==> src/scict_pkg.sv <==
package scict_pkg;
    localparam logic [15:0] SCICT_SERIAL_CONTROL_ADDR = 16'hFF7A;
    localparam logic [15:0] SCICT_TRANSMIT_DATA_ADDR  = 16'hFF7B;
    localparam logic [15:0] SCICT_MODE_ADDR           = 16'hFF80;
    localparam logic [15:0] SCICT_IRQ_STATUS_ADDR     = 16'hFF84;
    localparam logic [15:0] SCICT_IRQ_MASK_ADDR       = 16'hFF88;
    localparam logic [15:0] SCICT_RX_DATA_ADDR        = 16'hFF8C;
    localparam logic [7:0]  SCICT_SERIAL_CONTROL_RST  = 8'h00;
    localparam logic [7:0]  SCICT_TRANSMIT_DATA_RST   = 8'hFF;
    localparam logic [7:0]  SCICT_MODE_RST            = 8'h00;
    localparam logic [3:0]  SCICT_IRQ_MASK_RST        = 4'h0;
    localparam int SCICT_BIT_TX_EMPTY_IE = 7;
    localparam int SCICT_BIT_RX_FULL_IE  = 6;
    localparam int SCICT_BIT_TX_ON       = 5;
    localparam int SCICT_BIT_RX_ON       = 4;
    localparam int SCICT_BIT_MP_FILTER   = 3;
    localparam int SCICT_BIT_TX_END_IE   = 2;
    localparam int SCICT_BIT_CLK_EN_HI   = 1;
    localparam int SCICT_BIT_CLK_EN_LO   = 0;
    localparam int SCICT_MODE_BIT_SYNC   = 7;
    localparam int SCICT_MODE_BIT_CHR7   = 6;
    localparam int SCICT_MODE_BIT_MP     = 2;
    localparam int SCICT_MODE_BIT_SMART  = 0;
    localparam int SCICT_IRQ_TX_EMPTY = 0;
    localparam int SCICT_IRQ_TX_END   = 1;
    localparam int SCICT_IRQ_RX_FULL  = 2;
    localparam int SCICT_IRQ_RX_ERR   = 3;
    localparam int SCICT_CLK_HZ       = 50_000_000;
    localparam int SCICT_BIT_RATE_DIV = 16;
    typedef struct packed {
        logic sck_out;
        logic sck_oe_n;
    } scict_pin_t;
    typedef struct packed {
        logic tx_empty_ie;
        logic rx_full_ie;
        logic tx_on;
        logic rx_on;
        logic mp_filter;
        logic tx_end_ie;
        logic clk_en_hi;
        logic clk_en_lo;
    } scict_ctrl_t;
    typedef enum logic [2:0] {
        SCICT_IDLE = 3'b001,
        SCICT_SEND = 3'b010,
        SCICT_RECV = 3'b100
    } scict_state_t;
endpackage

==> src/scict_sync.sv <==
`timescale 1ns/1ps
`default_nettype none
module scict_sync (
    input  wire logic clk_in,
    input  wire logic reset_in,
    input  wire logic d_in,
    output var  logic q_out
);
    logic meta_r;
    always_ff @(posedge clk_in) begin
        if (reset_in) begin
            meta_r <= 1'b1;
            q_out  <= 1'b1;
        end else begin
            meta_r <= d_in;
            q_out  <= meta_r;
        end
    end
endmodule // scict_sync
`default_nettype wire

==> src/scict_top.sv <==
`timescale 1ns/1ps
`default_nettype none
module scict_top
    import scict_pkg::*;
#(
    parameter int DIV = SCICT_BIT_RATE_DIV
) (
    input  wire logic        clk_in,
    input  wire logic        reset_in,
    input  wire logic        psel_in,
    input  wire logic        penable_in,
    input  wire logic        pwrite_in,
    input  wire logic [15:0] paddr_in,
    input  wire logic [31:0] pwdata_in,
    output var  logic [31:0] prdata_out,
    output var  logic        pready_out,
    output var  logic        pslverr_out,
    input  wire logic        rxd_in,
    input  wire logic        sck_in,
    output var  logic        txd_out,
    output var  scict_pin_t  sck_pin_out,
    output var  logic        irq_out
);
    import scict_pkg::*;

    scict_ctrl_t  ctrl_r;
    logic [7:0]   tdata_r;
    logic [7:0]   mode_r;
    logic [3:0]   stat_r;
    logic [3:0]   mask_r;
    logic [7:0]   rdata_r;
    logic         tdata_full_r;
    scict_state_t state_r;
    logic [15:0]  div_r;
    logic         tick;
    logic [3:0]   bit_r;
    logic [10:0]  shift_r;
    logic         sck_int_r;
    logic         rxd_s;
    logic         sck_s;
    logic         sck_d_r;
    logic [3:0]   nbits;
    logic [3:0]   rx_len;
    logic [10:0]  rx_word;
    logic [3:0]   ev;

    // two flops on pins before any logic looks at them
    scict_sync u_rx (.clk_in(clk_in), .reset_in(reset_in), .d_in(rxd_in), .q_out(rxd_s));
    scict_sync u_ck (.clk_in(clk_in), .reset_in(reset_in), .d_in(sck_in), .q_out(sck_s));

    wire acc    = psel_in && penable_in;
    wire wr     = acc && pwrite_in;
    wire rd     = acc && !pwrite_in;
    wire smart  = mode_r[SCICT_MODE_BIT_SMART];
    wire sync_m = mode_r[SCICT_MODE_BIT_SYNC];
    wire chr7   = mode_r[SCICT_MODE_BIT_CHR7] && !sync_m;
    wire mp_on  = mode_r[SCICT_MODE_BIT_MP] && !sync_m;
    wire ext_ck = sync_m && !smart && ctrl_r.clk_en_hi;

    always_ff @(posedge clk_in) begin
        if (reset_in) begin
            pready_out  <= 1'b0;
            pslverr_out <= 1'b0;
            prdata_out  <= 32'h0000_0000;
        end else begin
            pready_out  <= psel_in && !penable_in;
            pslverr_out <= 1'b0;
            prdata_out  <= 32'h0000_0000;
            if (psel_in && !penable_in) begin
                case (paddr_in)
                    SCICT_SERIAL_CONTROL_ADDR: prdata_out <= {24'h000000, ctrl_r};
                    SCICT_TRANSMIT_DATA_ADDR:  prdata_out <= {24'h000000, tdata_r};
                    SCICT_MODE_ADDR:           prdata_out <= {24'h000000, mode_r};
                    SCICT_IRQ_STATUS_ADDR:     prdata_out <= {28'h0000000, stat_r};
                    SCICT_IRQ_MASK_ADDR:       prdata_out <= {28'h0000000, mask_r};
                    SCICT_RX_DATA_ADDR:        prdata_out <= {24'h000000, rdata_r};
                    default:                   pslverr_out <= 1'b1;
                endcase
            end
        end
    end

    // bit-rate divider: one-cycle enable; also the internal serial clock
    always_ff @(posedge clk_in) begin
        if (reset_in) begin
            div_r     <= 16'h0000;
            sck_int_r <= 1'b1;
        end else if (div_r == 16'(DIV - 1)) begin
            div_r     <= 16'h0000;
            sck_int_r <= ~sck_int_r;
        end else begin
            div_r <= div_r + 16'h0001;
        end
    end

    always_ff @(posedge clk_in) begin
        if (reset_in) begin
            sck_d_r <= 1'b1;
        end else begin
            sck_d_r <= sck_s;
        end
    end
    wire int_tick = (div_r == 16'(DIV - 1)) && sck_int_r;
    assign tick = ext_ck ? (sck_s && !sck_d_r) : int_tick;
    assign nbits = chr7 ? 4'h7 : 4'h8;
    // samples before the stop bit, start counted; first data bit sits at 12 - rx_len
    assign rx_len  = nbits + (mp_on ? 4'h2 : 4'h1);
    assign rx_word = shift_r >> (4'hC - rx_len);

    always_ff @(posedge clk_in) begin
        if (reset_in) begin
            ctrl_r  <= scict_ctrl_t'(SCICT_SERIAL_CONTROL_RST);
            tdata_r <= SCICT_TRANSMIT_DATA_RST;
            mode_r  <= SCICT_MODE_RST;
            mask_r  <= SCICT_IRQ_MASK_RST;
        end else begin
            if (wr && paddr_in == SCICT_SERIAL_CONTROL_ADDR) begin
                ctrl_r <= scict_ctrl_t'(pwdata_in[7:0]);
            end else if (state_r == SCICT_RECV && tick && bit_r == 4'h0 && mp_on
                         && shift_r[10] && ctrl_r.mp_filter) begin
                ctrl_r.mp_filter <= 1'b0;
            end
            if (wr && paddr_in == SCICT_TRANSMIT_DATA_ADDR) begin
                tdata_r <= pwdata_in[7:0];
            end
            if (wr && paddr_in == SCICT_MODE_ADDR) begin
                mode_r <= pwdata_in[7:0];
            end
            if (wr && paddr_in == SCICT_IRQ_MASK_ADDR) begin
                mask_r <= pwdata_in[3:0];
            end
        end
    end

    always_ff @(posedge clk_in) begin
        if (reset_in) begin
            tdata_full_r <= 1'b0;
        end else if (wr && paddr_in == SCICT_TRANSMIT_DATA_ADDR) begin
            tdata_full_r <= 1'b1;
        end else if (state_r == SCICT_IDLE && tdata_full_r && ctrl_r.tx_on && tick) begin
            tdata_full_r <= 1'b0;
        end
    end

    // single shifter: transmit has priority; half-duplex is a known limitation
    always_ff @(posedge clk_in) begin
        if (reset_in) begin
            state_r <= SCICT_IDLE;
            bit_r   <= 4'h0;
            shift_r <= 11'h7FF;
            txd_out <= 1'b1;
            rdata_r <= 8'h00;
            ev      <= 4'h0;
        end else begin
            ev <= 4'h0;
            case (state_r)
                SCICT_IDLE: begin
                    txd_out <= 1'b1;
                    if (tdata_full_r && ctrl_r.tx_on && tick) begin
                        // chr7 drops bit 7 by shifting only seven data bits
                        shift_r  <= chr7 ? {1'b1, mp_on, 1'b1, tdata_r[6:0], 1'b0}
                                         : {2'b11, tdata_r, 1'b0};
                        bit_r    <= nbits + (mp_on ? 4'h3 : 4'h2);
                        state_r  <= SCICT_SEND;
                        ev[SCICT_IRQ_TX_EMPTY] <= 1'b1;
                    end else if (ctrl_r.rx_on && tick && !rxd_s) begin
                        // start taken on a tick so each later tick lands in its own bit
                        bit_r   <= nbits + (mp_on ? 4'h1 : 4'h0);
                        shift_r <= 11'h000;
                        state_r <= SCICT_RECV;
                    end
                end
                SCICT_SEND: begin
                    if (tick) begin
                        txd_out <= shift_r[0];
                        shift_r <= {1'b1, shift_r[10:1]};
                        bit_r   <= bit_r - 4'h1;
                        if (bit_r == 4'h1) begin
                            state_r  <= SCICT_IDLE;
                            ev[SCICT_IRQ_TX_END] <= 1'b1;
                        end
                    end
                end
                SCICT_RECV: begin
                    if (tick) begin
                        shift_r <= {rxd_s, shift_r[10:1]};
                        bit_r   <= bit_r - 4'h1;
                        if (bit_r == 4'h0) begin
                            state_r <= SCICT_IDLE;
                            if (!ctrl_r.mp_filter || (mp_on && shift_r[10])) begin
                                rdata_r <= chr7 ? {1'b0, rx_word[6:0]} : rx_word[7:0];
                                ev[SCICT_IRQ_RX_FULL] <= 1'b1;
                                ev[SCICT_IRQ_RX_ERR]  <= !rxd_s;
                            end
                        end
                    end
                end
                default: state_r <= SCICT_IDLE;
            endcase
        end
    end

    // sticky status; an event in the clearing read cycle wins
    always_ff @(posedge clk_in) begin
        if (reset_in) begin
            stat_r <= 4'h0;
        end else if (rd && paddr_in == SCICT_IRQ_STATUS_ADDR) begin
            stat_r <= ev;
        end else begin
            stat_r <= stat_r | ev;
        end
    end

    always_ff @(posedge clk_in) begin
        if (reset_in) begin
            irq_out <= 1'b0;
        end else begin
            irq_out <= |(stat_r & mask_r & {ctrl_r.rx_full_ie, ctrl_r.rx_full_ie,
                        ctrl_r.tx_end_ie, ctrl_r.tx_empty_ie});
        end
    end

    // clock pin: output enable is active low
    always_ff @(posedge clk_in) begin
        if (reset_in) begin
            sck_pin_out <= '{sck_out: 1'b1, sck_oe_n: 1'b1};
        end else if (smart) begin
            if (ctrl_r.clk_en_lo) begin
                sck_pin_out <= '{sck_out: sck_int_r, sck_oe_n: 1'b0};
            end else if (!sync_m) begin
                sck_pin_out <= '{sck_out: 1'b1, sck_oe_n: 1'b1};
            end else if (ctrl_r.clk_en_hi) begin
                sck_pin_out <= '{sck_out: 1'b1, sck_oe_n: 1'b0};
            end else begin
                sck_pin_out <= '{sck_out: 1'b0, sck_oe_n: 1'b0};
            end
        end else if (sync_m && !ctrl_r.clk_en_hi) begin
            sck_pin_out <= '{sck_out: sck_int_r, sck_oe_n: 1'b0};
        end else begin
            sck_pin_out <= '{sck_out: 1'b1, sck_oe_n: 1'b1};
        end
    end
endmodule // scict_top
`default_nettype wire

==> config.mk <==
export PLATFORM = sky130hd
export DESIGN_NAME = scict_top
export DESIGN_NICKNAME = d
export VERILOG_FILES = /design/src/scict_pkg.sv /design/src/scict_sync.sv /design/src/scict_top.sv
export SDC_FILE = /design/constraint.sdc
export NUM_CORES = 1
export LEC_CHECK = 0
export BUFFER_PORTS_ARGS = -buffer_cell sky130_fd_sc_hd__buf_2
export CORE_MARGIN = 8
export CORE_UTILIZATION = 45
export CTS_CLUSTER_DIAMETER = 30
export DETAILED_ROUTE_END_ITERATION = 10
export PLACE_DENSITY = 0.67
export SKIP_LAST_GASP = 1
export SYNTH_ARGS = -nofsm -noshare
export SYNTH_HDL_FRONTEND = slang
export SYNTH_SLANG_ARGS = --single-unit
==> constraint.sdc <==
create_clock -name clk_in -period 4.6 [get_ports clk_in]
set_input_delay 0.23 -clock clk_in [delete_from_list [all_inputs] [get_ports clk_in]]
set_output_delay 0.23 -clock clk_in [all_outputs]
set_load 0.01 [all_outputs]
==> out/qor.yml, run 1 <==
rsz0062_at_grt: "false"
tightest_slew_ps: 897
grt_pass1_vias: 3903
p_leak_nw: 2.16
synth_area_per_cell_um2: 9.21
slew_headroom_pct: 39.7
yosysWarningCount: 0
core_region_area_um2: 10900
synth_compound_area_share_pct: 12.5
fin_crit_sh_pct: 62.7
fill_cells: 1023
antenna_found_initial: 0
cts_resized: 0
final_cells: 724
clock_sink_count: 99
via_per_inst: 5.69
cts_buffers: 9
maxCapViolCount: 0
hold_class: "primary input to register"
ir_drop_mv: 0.165
async_flop_share_pct: 0
htreeDepth: 3
num_vias: 4117
dp_cells: 708
cp_slowest_stage_delay_ps: 700
design_area_um2: 5550
place_area_um2: 5240
antenna_cells: 0
drt_iter0_markers: 379
slowest_stage: "ha_1"
die-area_um2: 14900
setup_violations: 0
path_clk_slew_ps: 70
synthFlopType: "dfxtp_1"
ff_latch_area_um2: 1980
drv_slew: 0
synth-edff-count: 0
netlist_area_um2: 5070
crit_chain: "nor2b_1, ha_1, mux4_2, nor2_1, a31oi_1, mux2i_1, nor2_1"
wl_met1_mm: 5.64
firstDrtPassIters: 5
muxShareOfSynthArea_pct: 14.0
wirelength_mm: 12.4
cp.arrival_ps: 3090
grt_use_total_pct: 16.6
yosys.area_share.adder_pct: 1.98
num_rows: 38
grt_max_degree: 35
dieWidth_um: 122
cts_tree: "yes"
wl_met3_um: 777
hold_ws_ps: 63.3
drc: 0
wl_per_cell_um: 17.1
cts-root-buf: "clkbuf_16"
die_y_um: 122
fin_tns_setup_ps: 0
synth_xor_area_share_pct: 2.77
worst-path-max-fanout: 14
met2WireLength_mm: 5.72
critPathTopFamily: "simple AND/OR/NAND/NOR gates"
clk_latency_ps: 350
area_delta_synth_final_pct: 9.63
cpMostUsedCell: "nor2_1"
synth_top_family_by_area: "simple AND/OR/NAND/NOR gates"
nets: 642
hold_viol_final: 0
drive_gt1_share_pct: 19.0
yosys.area_share.simple_pct: 22.1
routed.top_layer: "met4"
worstSetupEndpointType: "register"
multi_input_area_um2: 2790
status: "completed"
initial_core_util_pct: 46.3
critical_path_required_ps: 4810
ios: 93
synthCells: 550
power_density_nw_per_um2: 313
crit_type: "register to register"
grt_pass1_wl_mm: 19.8
yosysSeqAreaShare_pct: 39.1
io_buffers: 44
cp-start-kind: "register"
hold_buffers: 0
post_cts_buffers: 0
post_synth_num_cell_types: 73
critPathBufInv: 0
gp_congestion: 0.860
skew_ps: 11.1
finalCriticalPeriod_ps: 2880
ys_seq_elements: 99
postRouteAntennaNets: 0
cts_max_path_buffers: 2
place_hpwl_mm: 8.89
max_clock_freq_mhz: 347
grt.overflow.total: 0
## path summary, 6_finish.rpt
path / startpoint / to / slack, ps / depth (start not counted)
max: mode_r[7]$_SDFFE_PP0P_ / rdata_r[4]$_SDFFE_PP0P_ / 1720 / 7
min: rxd_in / u_rx.meta_r$_SDFF_PP1_ / 60 / 2
max reg2reg: mode_r[7]$_SDFFE_PP0P_ / rdata_r[4]$_SDFFE_PP0P_ / 1720 / 7
min reg2reg: u_rx.meta_r$_SDFF_PP1_ / u_rx.q_out$_SDFF_PP1_ / 410 / 1
## logic make-up after synthesis
| kind of cell | Yosys count |
|---|---|
| other | 1 |
| adder cells (fa/ha/maj) | 8 |
| buffers and inverters | 64 |
| AO/OA/AOI/OAI | 87 |
| flip-flops | 99 |
| AND/OR/NAND/NOR | 213 |
| XOR/XNOR | 16 |
| multiplexers | 62 |
## layer usage
metal,up-vias,GRT usage (%)
met3,19,2.82
li1,1985,-
met1,1993,21.8
met2,120,26.4
met5,-,0
met4,0,6.70
## power by group
part	leakage (nW)	switching, mW	internal (mW)
Clock	0.157	0.331	0.478
Sequential	0.800	0.00317	0.861
Combinational	1.20	0.0429	0.0214
## placed cells by master (no fill, tap or decap), types with 7 or more instances in the layout
| master | instances |
|---|---|
| a211oi_1 | 7 |
| a21oi_1 | 23 |
| a22oi_1 | 8 |
| and3_1 | 7 |
| buf_2 | 44 |
| clkbuf_16 | 9 |
| conb_1 | 24 |
| dfxtp_1 | 99 |
| ha_1 | 8 |
| inv_1 | 11 |
| mux2_2 | 19 |
| mux2i_1 | 38 |
| nand2_1 | 50 |
| nand3_1 | 23 |
| nand4_1 | 9 |
| nor2_1 | 72 |
| o21ai_0 | 7 |
| or2_2 | 7 |
| xnor2_1 | 8 |
| xor2_1 | 8 |
## synth_stat cells (3+ instances only)
cell       n  area share [%]
a211oi_1   7             1.0
a21oi_1   23             2.3
a222oi_1   4            0.79
a22oi_1    8             1.2
a31oi_1    3            0.37
a32oi_1    3            0.52
a41oi_1    5            0.86
and3_1     7            0.86
buf_1      4            0.30
buf_2      4            0.40
buf_4     25             3.7
clkbuf_1  15             1.1
clkbuf_8   3            0.82
dfxtp_1   99              39
ha_1       8             2.0
inv_1     11            0.82
mux2_2    19             4.2
mux2i_1   38             7.5
mux4_2     5             2.2
nand2_1   50             3.7
nand2b_1   3            0.37
nand3_1   23             2.3
nand3b_1   5            0.74
nand4_1    9             1.1
nor2_1    72             5.3
nor3_1     5            0.49
nor3b_1    3            0.44
nor4_4     3             1.3
o21ai_0    7            0.69
o22ai_1    3            0.37
o311ai_0   3            0.52
or2_2      7            0.86
xnor2_1    8             1.4
xor2_1     8             1.4
## cell type report
type	count	area share (%)
multi-input combinational	410	50.2
sequential	99	35.7
timing repair buffer	48	4.51
clock buffer	10	4.12
tap	140	3.15
clock inverter	6	1.58
inverter	11	0.743
## registers in the layout (all words and copies together), names as in the netlist, 2 cells and up
name         count
sck_pin_out      2
tdata_r          8
state_r          3
mode_r           8
prdata_out       8
stat_r           4
rdata_r          8
shift_r         11
ev               4
div_r           16
mask_r           4
bit_r            4
ctrl_r           8
## through the flow
| stage | util, % | setup WS [ps] | total power, mW |
|---|---|---|---|
| floorplan | - | 1880 | 0.940 |
| global route | 50.8 | 1520 | 1.79 |
| detailed placement | 47.9 | 1770 | 0.947 |
| CTS | 50.8 | 1760 | 1.75 |
| global placement | 47.9 | 1840 | 0.946 |
| finish | 50.8 | 1720 | 1.74 |
Note: power is estimated with default switching activity, not from simulation.
==> run 2, diff against run 1 <==
ABC_AREA = 1   (was not set)
PLACE_DENSITY = 0.69   (was 0.67)
clock period = 2.55 ns   (was 4.6 ns; I/O delays follow)
==> run 2 against run 1 <==
Combinational power grew to 13 times the previous value. Cell count grew 23%. Maximum frequency grew 27%. Critical path type unchanged. Largest cell class unchanged. Highest routed layer unchanged.
==> out/qor.yml, run 2 <==
worst-path-max-fanout: 9
synth-edff-count: 0
cts_buffers: 9
skew_ps: 10.3
wl_per_cell_um: 14.0
cp.arrival_ps: 2580
largest_reg_flops: 16
setup_ws_ps: 276
antenna_found_initial: 0
hold_ws_ps: 32.1
htreeDepth: 3
grt_max_degree: 49
synth_most_common_cell: "nand2_1"
dieWidth_um: 121
path_clk_slew_ps: 90
async_flop_share_pct: 0
synth_compound_area_share_pct: 13.2
max_clock_freq_mhz: 440
synth_area_per_cell_um2: 7.02
antenna_cells: 0
ios: 93
num_rows: 38
drt_iter0_markers: 553
via_per_inst: 5.11
synthFlopType: "dfxtp_1"
synth_xor_area_share_pct: 0.527
core_region_area_um2: 10800
yosysSeqAreaShare_pct: 39.7
finalCriticalPeriod_ps: 2270
place_hpwl_mm: 9.37
crit_type: "register to register"
cts_resized: 0
p_leak_nw: 2.30
firstDrtPassIters: 5
muxShareOfSynthArea_pct: 0.401
gp_congestion: 0.937
crit_chain: "inv_1, nand2_1, inv_1, ha_1, clkinv_1, nand2_1, o21ai_0, nand2_1, o21ai_0, o21ai_0, nand2_1, a21oi_1"
place_area_um2: 5200
power_density_nw_per_um2: 645
routed.top_layer: "met4"
cp-start-kind: "register"
layout_common_cells: "157 x nand2_1, 99 x dfxtp_1, 77 x nor2_1"
yosys.area_share.adder_pct: 2.01
clock_sink_count: 99
grt_use_total_pct: 17.4
cts_tree: "yes"
critical_path_required_ps: 2850
yosys.area_share.simple_pct: 32.5
synth_top_area_cell: "dfxtp_1"
slew_headroom_pct: 59.4
synthCells: 711
slowest_stage: "dfxtp_1"
regMostFlops: "div_r"
finalCoreUtilization_pct: 49.8
die-area_um2: 14700
post_cts_buffers: 0
cts-root-buf: "clkbuf_8"
yosys-top-cells-count: "157 x nand2_1, 99 x dfxtp_1, 77 x nor2_1"
drv_slew: 0
hold_viol_final: 0
cp_slowest_stage_delay_ps: 430
grt_pass1_vias: 4266
fin_crit_sh_pct: 89.2
status: "completed"
area_delta_synth_final_pct: 8.23
netlist_area_um2: 4990
total_power_mw: 3.48
clk_latency_ps: 380
wirelength_mm: 12.5
tightest_slew_ps: 609
place_ws_ps: 348
synth_top_area_share_pct: 39.7
hold_class: "primary input to register"
synth_top_family_by_area: "simple AND/OR/NAND/NOR gates"
layout_commonest_cell: "nand2_1"
cpMostUsedCell: "nand2_1"
yosysWarningCount: 0
fin_tns_setup_ps: 0
initial_core_util_pct: 46.0
ir_drop_mv: 0.383
top_regs: "div_r x16, shift_r x11"
nets: 812
setup_violations: 0
post_synth_num_cell_types: 41
io_buffers: 44
num_vias: 4565
ys_seq_elements: 99
met2WireLength_mm: 5.68
die_y_um: 121
grt.overflow.total: 0
hold_buffers: 3
rsz0062_at_grt: "false"
maxCapViolCount: 0
final_cells: 894
synth_area_leaders: "dfxtp_1 40%, nand2_1 12%, nand3_1 6.9%, nor2_1 5.8%, o21ai_0 5.7%"
drive_gt1_share_pct: 12.7
drc: 0
grt_pass1_wl_mm: 20.6
cts_max_path_buffers: 2
dp_cells: 875
design_area_um2: 5400
wl_met3_um: 833
wl_met1_mm: 5.70
postRouteAntennaNets: 0
worstSetupEndpointType: "register"
run 2: changes by cell type in the layout (fill, tap and decap cells not counted), moves of 10 or more:
cell and change:
clkbuf_8 +10, inv_1 +53, mux2i_1 -36, a21oi_1 +19
nand2_1 +107, nor3_1 +13, mux2_2 -19, o21ai_0 +50
nand3_1 +46
run 2: cell type report:
type | count | area, um2
Inverter | 72 | 270
Fill cell | 1130 | 5440
Tap cell | 140 | 175
Multi-Input combinational cell | 516 | 2520
Clock buffer | 13 | 149
Sequential cell | 99 | 1980
Clock inverter | 3 | 23.8
Timing Repair Buffer | 51 | 280
run 2: critical path, delay by kind of cell (launching register included):
family                   cells  cell delay (ps)
AND/OR/NAND/NOR              4              430
adder cells (fa/ha/maj)      1              340
flip-flops                   1              430
AO/OA/AOI/OAI                4              510
buffers and inverters        3              490
run 2: where the power goes:
group | internal (mW) | leakage (nW) | switching, mW
Combinational | 0.269 | 1.42 | 0.539
Clock | 0.385 | 0.0799 | 0.537
Sequential | 1.66 | 0.804 | 0.0945
run 2: metal layers:
| layer | track usage (%) | vias up |
|---|---|---|
| met3 | 3.86 | 22 |
| met1 | 22.1 | 2082 |
| li1 | - | 2345 |
| met4 | 8.02 | 0 |
| met2 | 27.4 | 116 |
| met5 | 0 | - |
run 2: path summary, 6_finish.rpt:
path,cells past startpoint,end,from,slack (ps)
min reg2reg,1,u_ck.q_out$_SDFF_PP1_,u_ck.meta_r$_SDFF_PP1_,410
max,12,rdata_r[1]$_SDFFE_PP0P_,mode_r[7]$_SDFFE_PP0P_,280
max reg2reg,12,rdata_r[1]$_SDFFE_PP0P_,mode_r[7]$_SDFFE_PP0P_,280
min,3,pready_out$_SDFF_PP0_,psel_in,30
run 2: cells by family (layout without fill, tap and decap cells):
| logic type | count (synthesis) | after routing |
|---|---|---|
| other | 1 | 24 |
| adder cells (fa/ha/maj) | 8 | 8 |
| flip-flops | 99 | 99 |
| AND/OR/NAND/NOR | 360 | 360 |
| multiplexers | 2 | 2 |
| XOR/XNOR | 3 | 3 |
| buffers and inverters | 119 | 139 |
| AO/OA/AOI/OAI | 119 | 119 |
==> run 3, diff against run 2 <==
ABC_AREA = not set   (was 1)
CELL_PAD_IN_SITES_DETAIL_PLACEMENT = 1   (was not set)
CELL_PAD_IN_SITES_GLOBAL_PLACEMENT = 2   (was not set)
CORE_UTILIZATION = 31   (was 45)
PLACE_DENSITY = not set   (was 0.69)
PLACE_DENSITY_LB_ADDON = 0.1   (was not set)
==> run 3 against run 2 <==
Non-clock buffer count increased by 22. Clock skew decreased by 3.4 ps. Combinational power decreased by 84%. Maximum frequency decreased by 2.4%. Register-to-register slack got worse by 60 ps. Critical path depth decreased by 2. Cell area increased by 8.8%. Sequential share of layout area decreased by 2.9 points. Flip-flop and latch count unchanged. First-iteration DRC count decreased by 71%. Count of clock-buffer cells in the layout decreased by 3. Critical endpoint is now bit_r[1]$_SDFFE_PP0P_. Largest power group unchanged.
==> out/qor.yml, run 3 (synthesis gave the netlist of run 1 again) <==
cts_tree: "yes"
ios: 93
layout_common_cells: "95 x dfxtp_1, 72 x nor2_1, 50 x nand2_1"
via_per_inst: 4.99
hold_class: "primary input to register"
cts_buffers: 9
layout_commonest_cell: "dfxtp_1"
grt_max_degree: 64
antenna_cells: 0
gp_congestion: 0.728
fill_cells: 1894
regMostFlops: "div_r"
power_density_nw_per_um2: 539
die_y_um: 144
ir_drop_mv: 0.471
dieWidth_um: 144
htreeDepth: 3
critical_path_required_ps: 2750
hold_viol_final: 0
cpMostUsedCell: "ha_1"
p_leak_nw: 2.28
max_clock_freq_mhz: 429
drc: 0
cts_max_path_buffers: 2
clk_latency_ps: 340
worst-path-max-fanout: 4
cts-root-buf: "clkbuf_16"
num_rows: 46
firstDrtPassIters: 4
num_vias: 4114
postRouteAntennaNets: 0
setup_violations: 0
cp_slowest_stage_delay_ps: 350
antenna_found_initial: 0
path_clk_slew_ps: 70
slew_headroom_pct: 51.5
wl_per_cell_um: 18.4
critPathTopFamily: "adder cells"
largest_reg_flops: 16
drt_iter0_markers: 158
drive_gt1_share_pct: 23.3
die-area_um2: 20700
rsz0062_at_grt: "false"
dp_cells: 805
skew_ps: 6.86
clock_sink_count: 99
finalCoreUtilization_pct: 36.8
grt_pass1_wl_mm: 24.3
cp.arrival_ps: 2530
worstSetupEndpointType: "register"
critPathBufInv: 1
finalCriticalPeriod_ps: 2330
crit_type: "register to register"
io_buffers: 44
grt_use_total_pct: 15.2
fin_crit_sh_pct: 91.4
place_hpwl_mm: 11.4
drv_slew: 0
core_region_area_um2: 15900
cp-start-kind: "register"
area_delta_synth_final_pct: 15.9
ff_latch_area_um2: 1990
nets: 667
final_cells: 825
tightest_slew_ps: 728
multi_input_area_um2: 2810
maxCapViolCount: 0
slowest_stage: "dfxtp_2"
crit_chain: "ha_1, and4_2, nand4_4, o21ai_2, nand3_1, ha_1, inv_1, ha_1, a2111oi_2, a211oi_1"
status: "completed"
initial_core_util_pct: 31.8
wirelength_mm: 15.2
top_regs: "div_r x16, shift_r x11"
grt_pass1_vias: 4293
fin_tns_setup_ps: 0
grt.overflow.total: 0
[run 3: area by class of cell]
type,count,area share [%]
well taps,216,4.60
inverters,11,0.703
clock buffers,10,3.90
multi-input cells,410,47.9
clock inverters,6,1.51
repair buffers,73,7.54
flip-flops and latches,99,33.8
[run 3: metal layers]
| layer | share of wire [%] | GRT usage (%) |
|---|---|---|
| met1 | 47 | 19.1 |
| met2 | 48 | 26.0 |
| met3 | 3.3 | 2.89 |
| met4 | 1.4 | 4.32 |
| met5 | 0 | 0 |
[run 3: power breakdown]
part	internal [mW]	switching [mW]	total [mW]
registers	1.55	0.00495	1.56
clock network	0.863	0.613	1.48
logic	0.0437	0.0854	0.129
[run 3: repair_timing]
action	4_1_cts	5_1_grt
hold endpoints to repair	2	0
setup buffers	0	2
resized for setup	0	7
hold buffers	2	0
endpoints found under the setup margin	0	2
[run 3: worst min-delay path: cells and delay by family]
kind | cells | cell delay (ps)
buffers and inverters | 1 | 110
and+or+nand+nor | 1 | 60
muxes | 1 | 70
[run 3: stage by stage]
stage / power, mW / instance area [um2] / worst slack, ps / hold slack, ps
after CTS: 3.22 / 5840 / 100 / 38.6
after floorplan: 1.70 / 5160 / 4.37 / 231
after global routing: 3.29 / 5870 / 0.772 / 64.9
after detailed placement: 1.72 / 5500 / 110 / 313
final: 3.16 / 5870 / 220 / 48.2
after global placement: 1.72 / 5500 / 166 / 314
[run 3: worst paths after layout]
| path | startpoint | slack (ps) | to | cells past startpoint |
|---|---|---|---|---|
| hold reg to reg | u_rx.meta_r$_SDFF_PP1_ | 420 | u_rx.q_out$_SDFF_PP1_ | 1 |
| setup / recovery | div_r[0]$_SDFF_PP0_ | 220 | bit_r[1]$_SDFFE_PP0P_ | 10 |
| setup reg to reg | div_r[0]$_SDFF_PP0_ | 220 | bit_r[1]$_SDFFE_PP0P_ | 10 |
| hold / removal | pwdata_in[6] | 50 | tdata_r[6]$_SDFFE_PP1P_ | 3 |
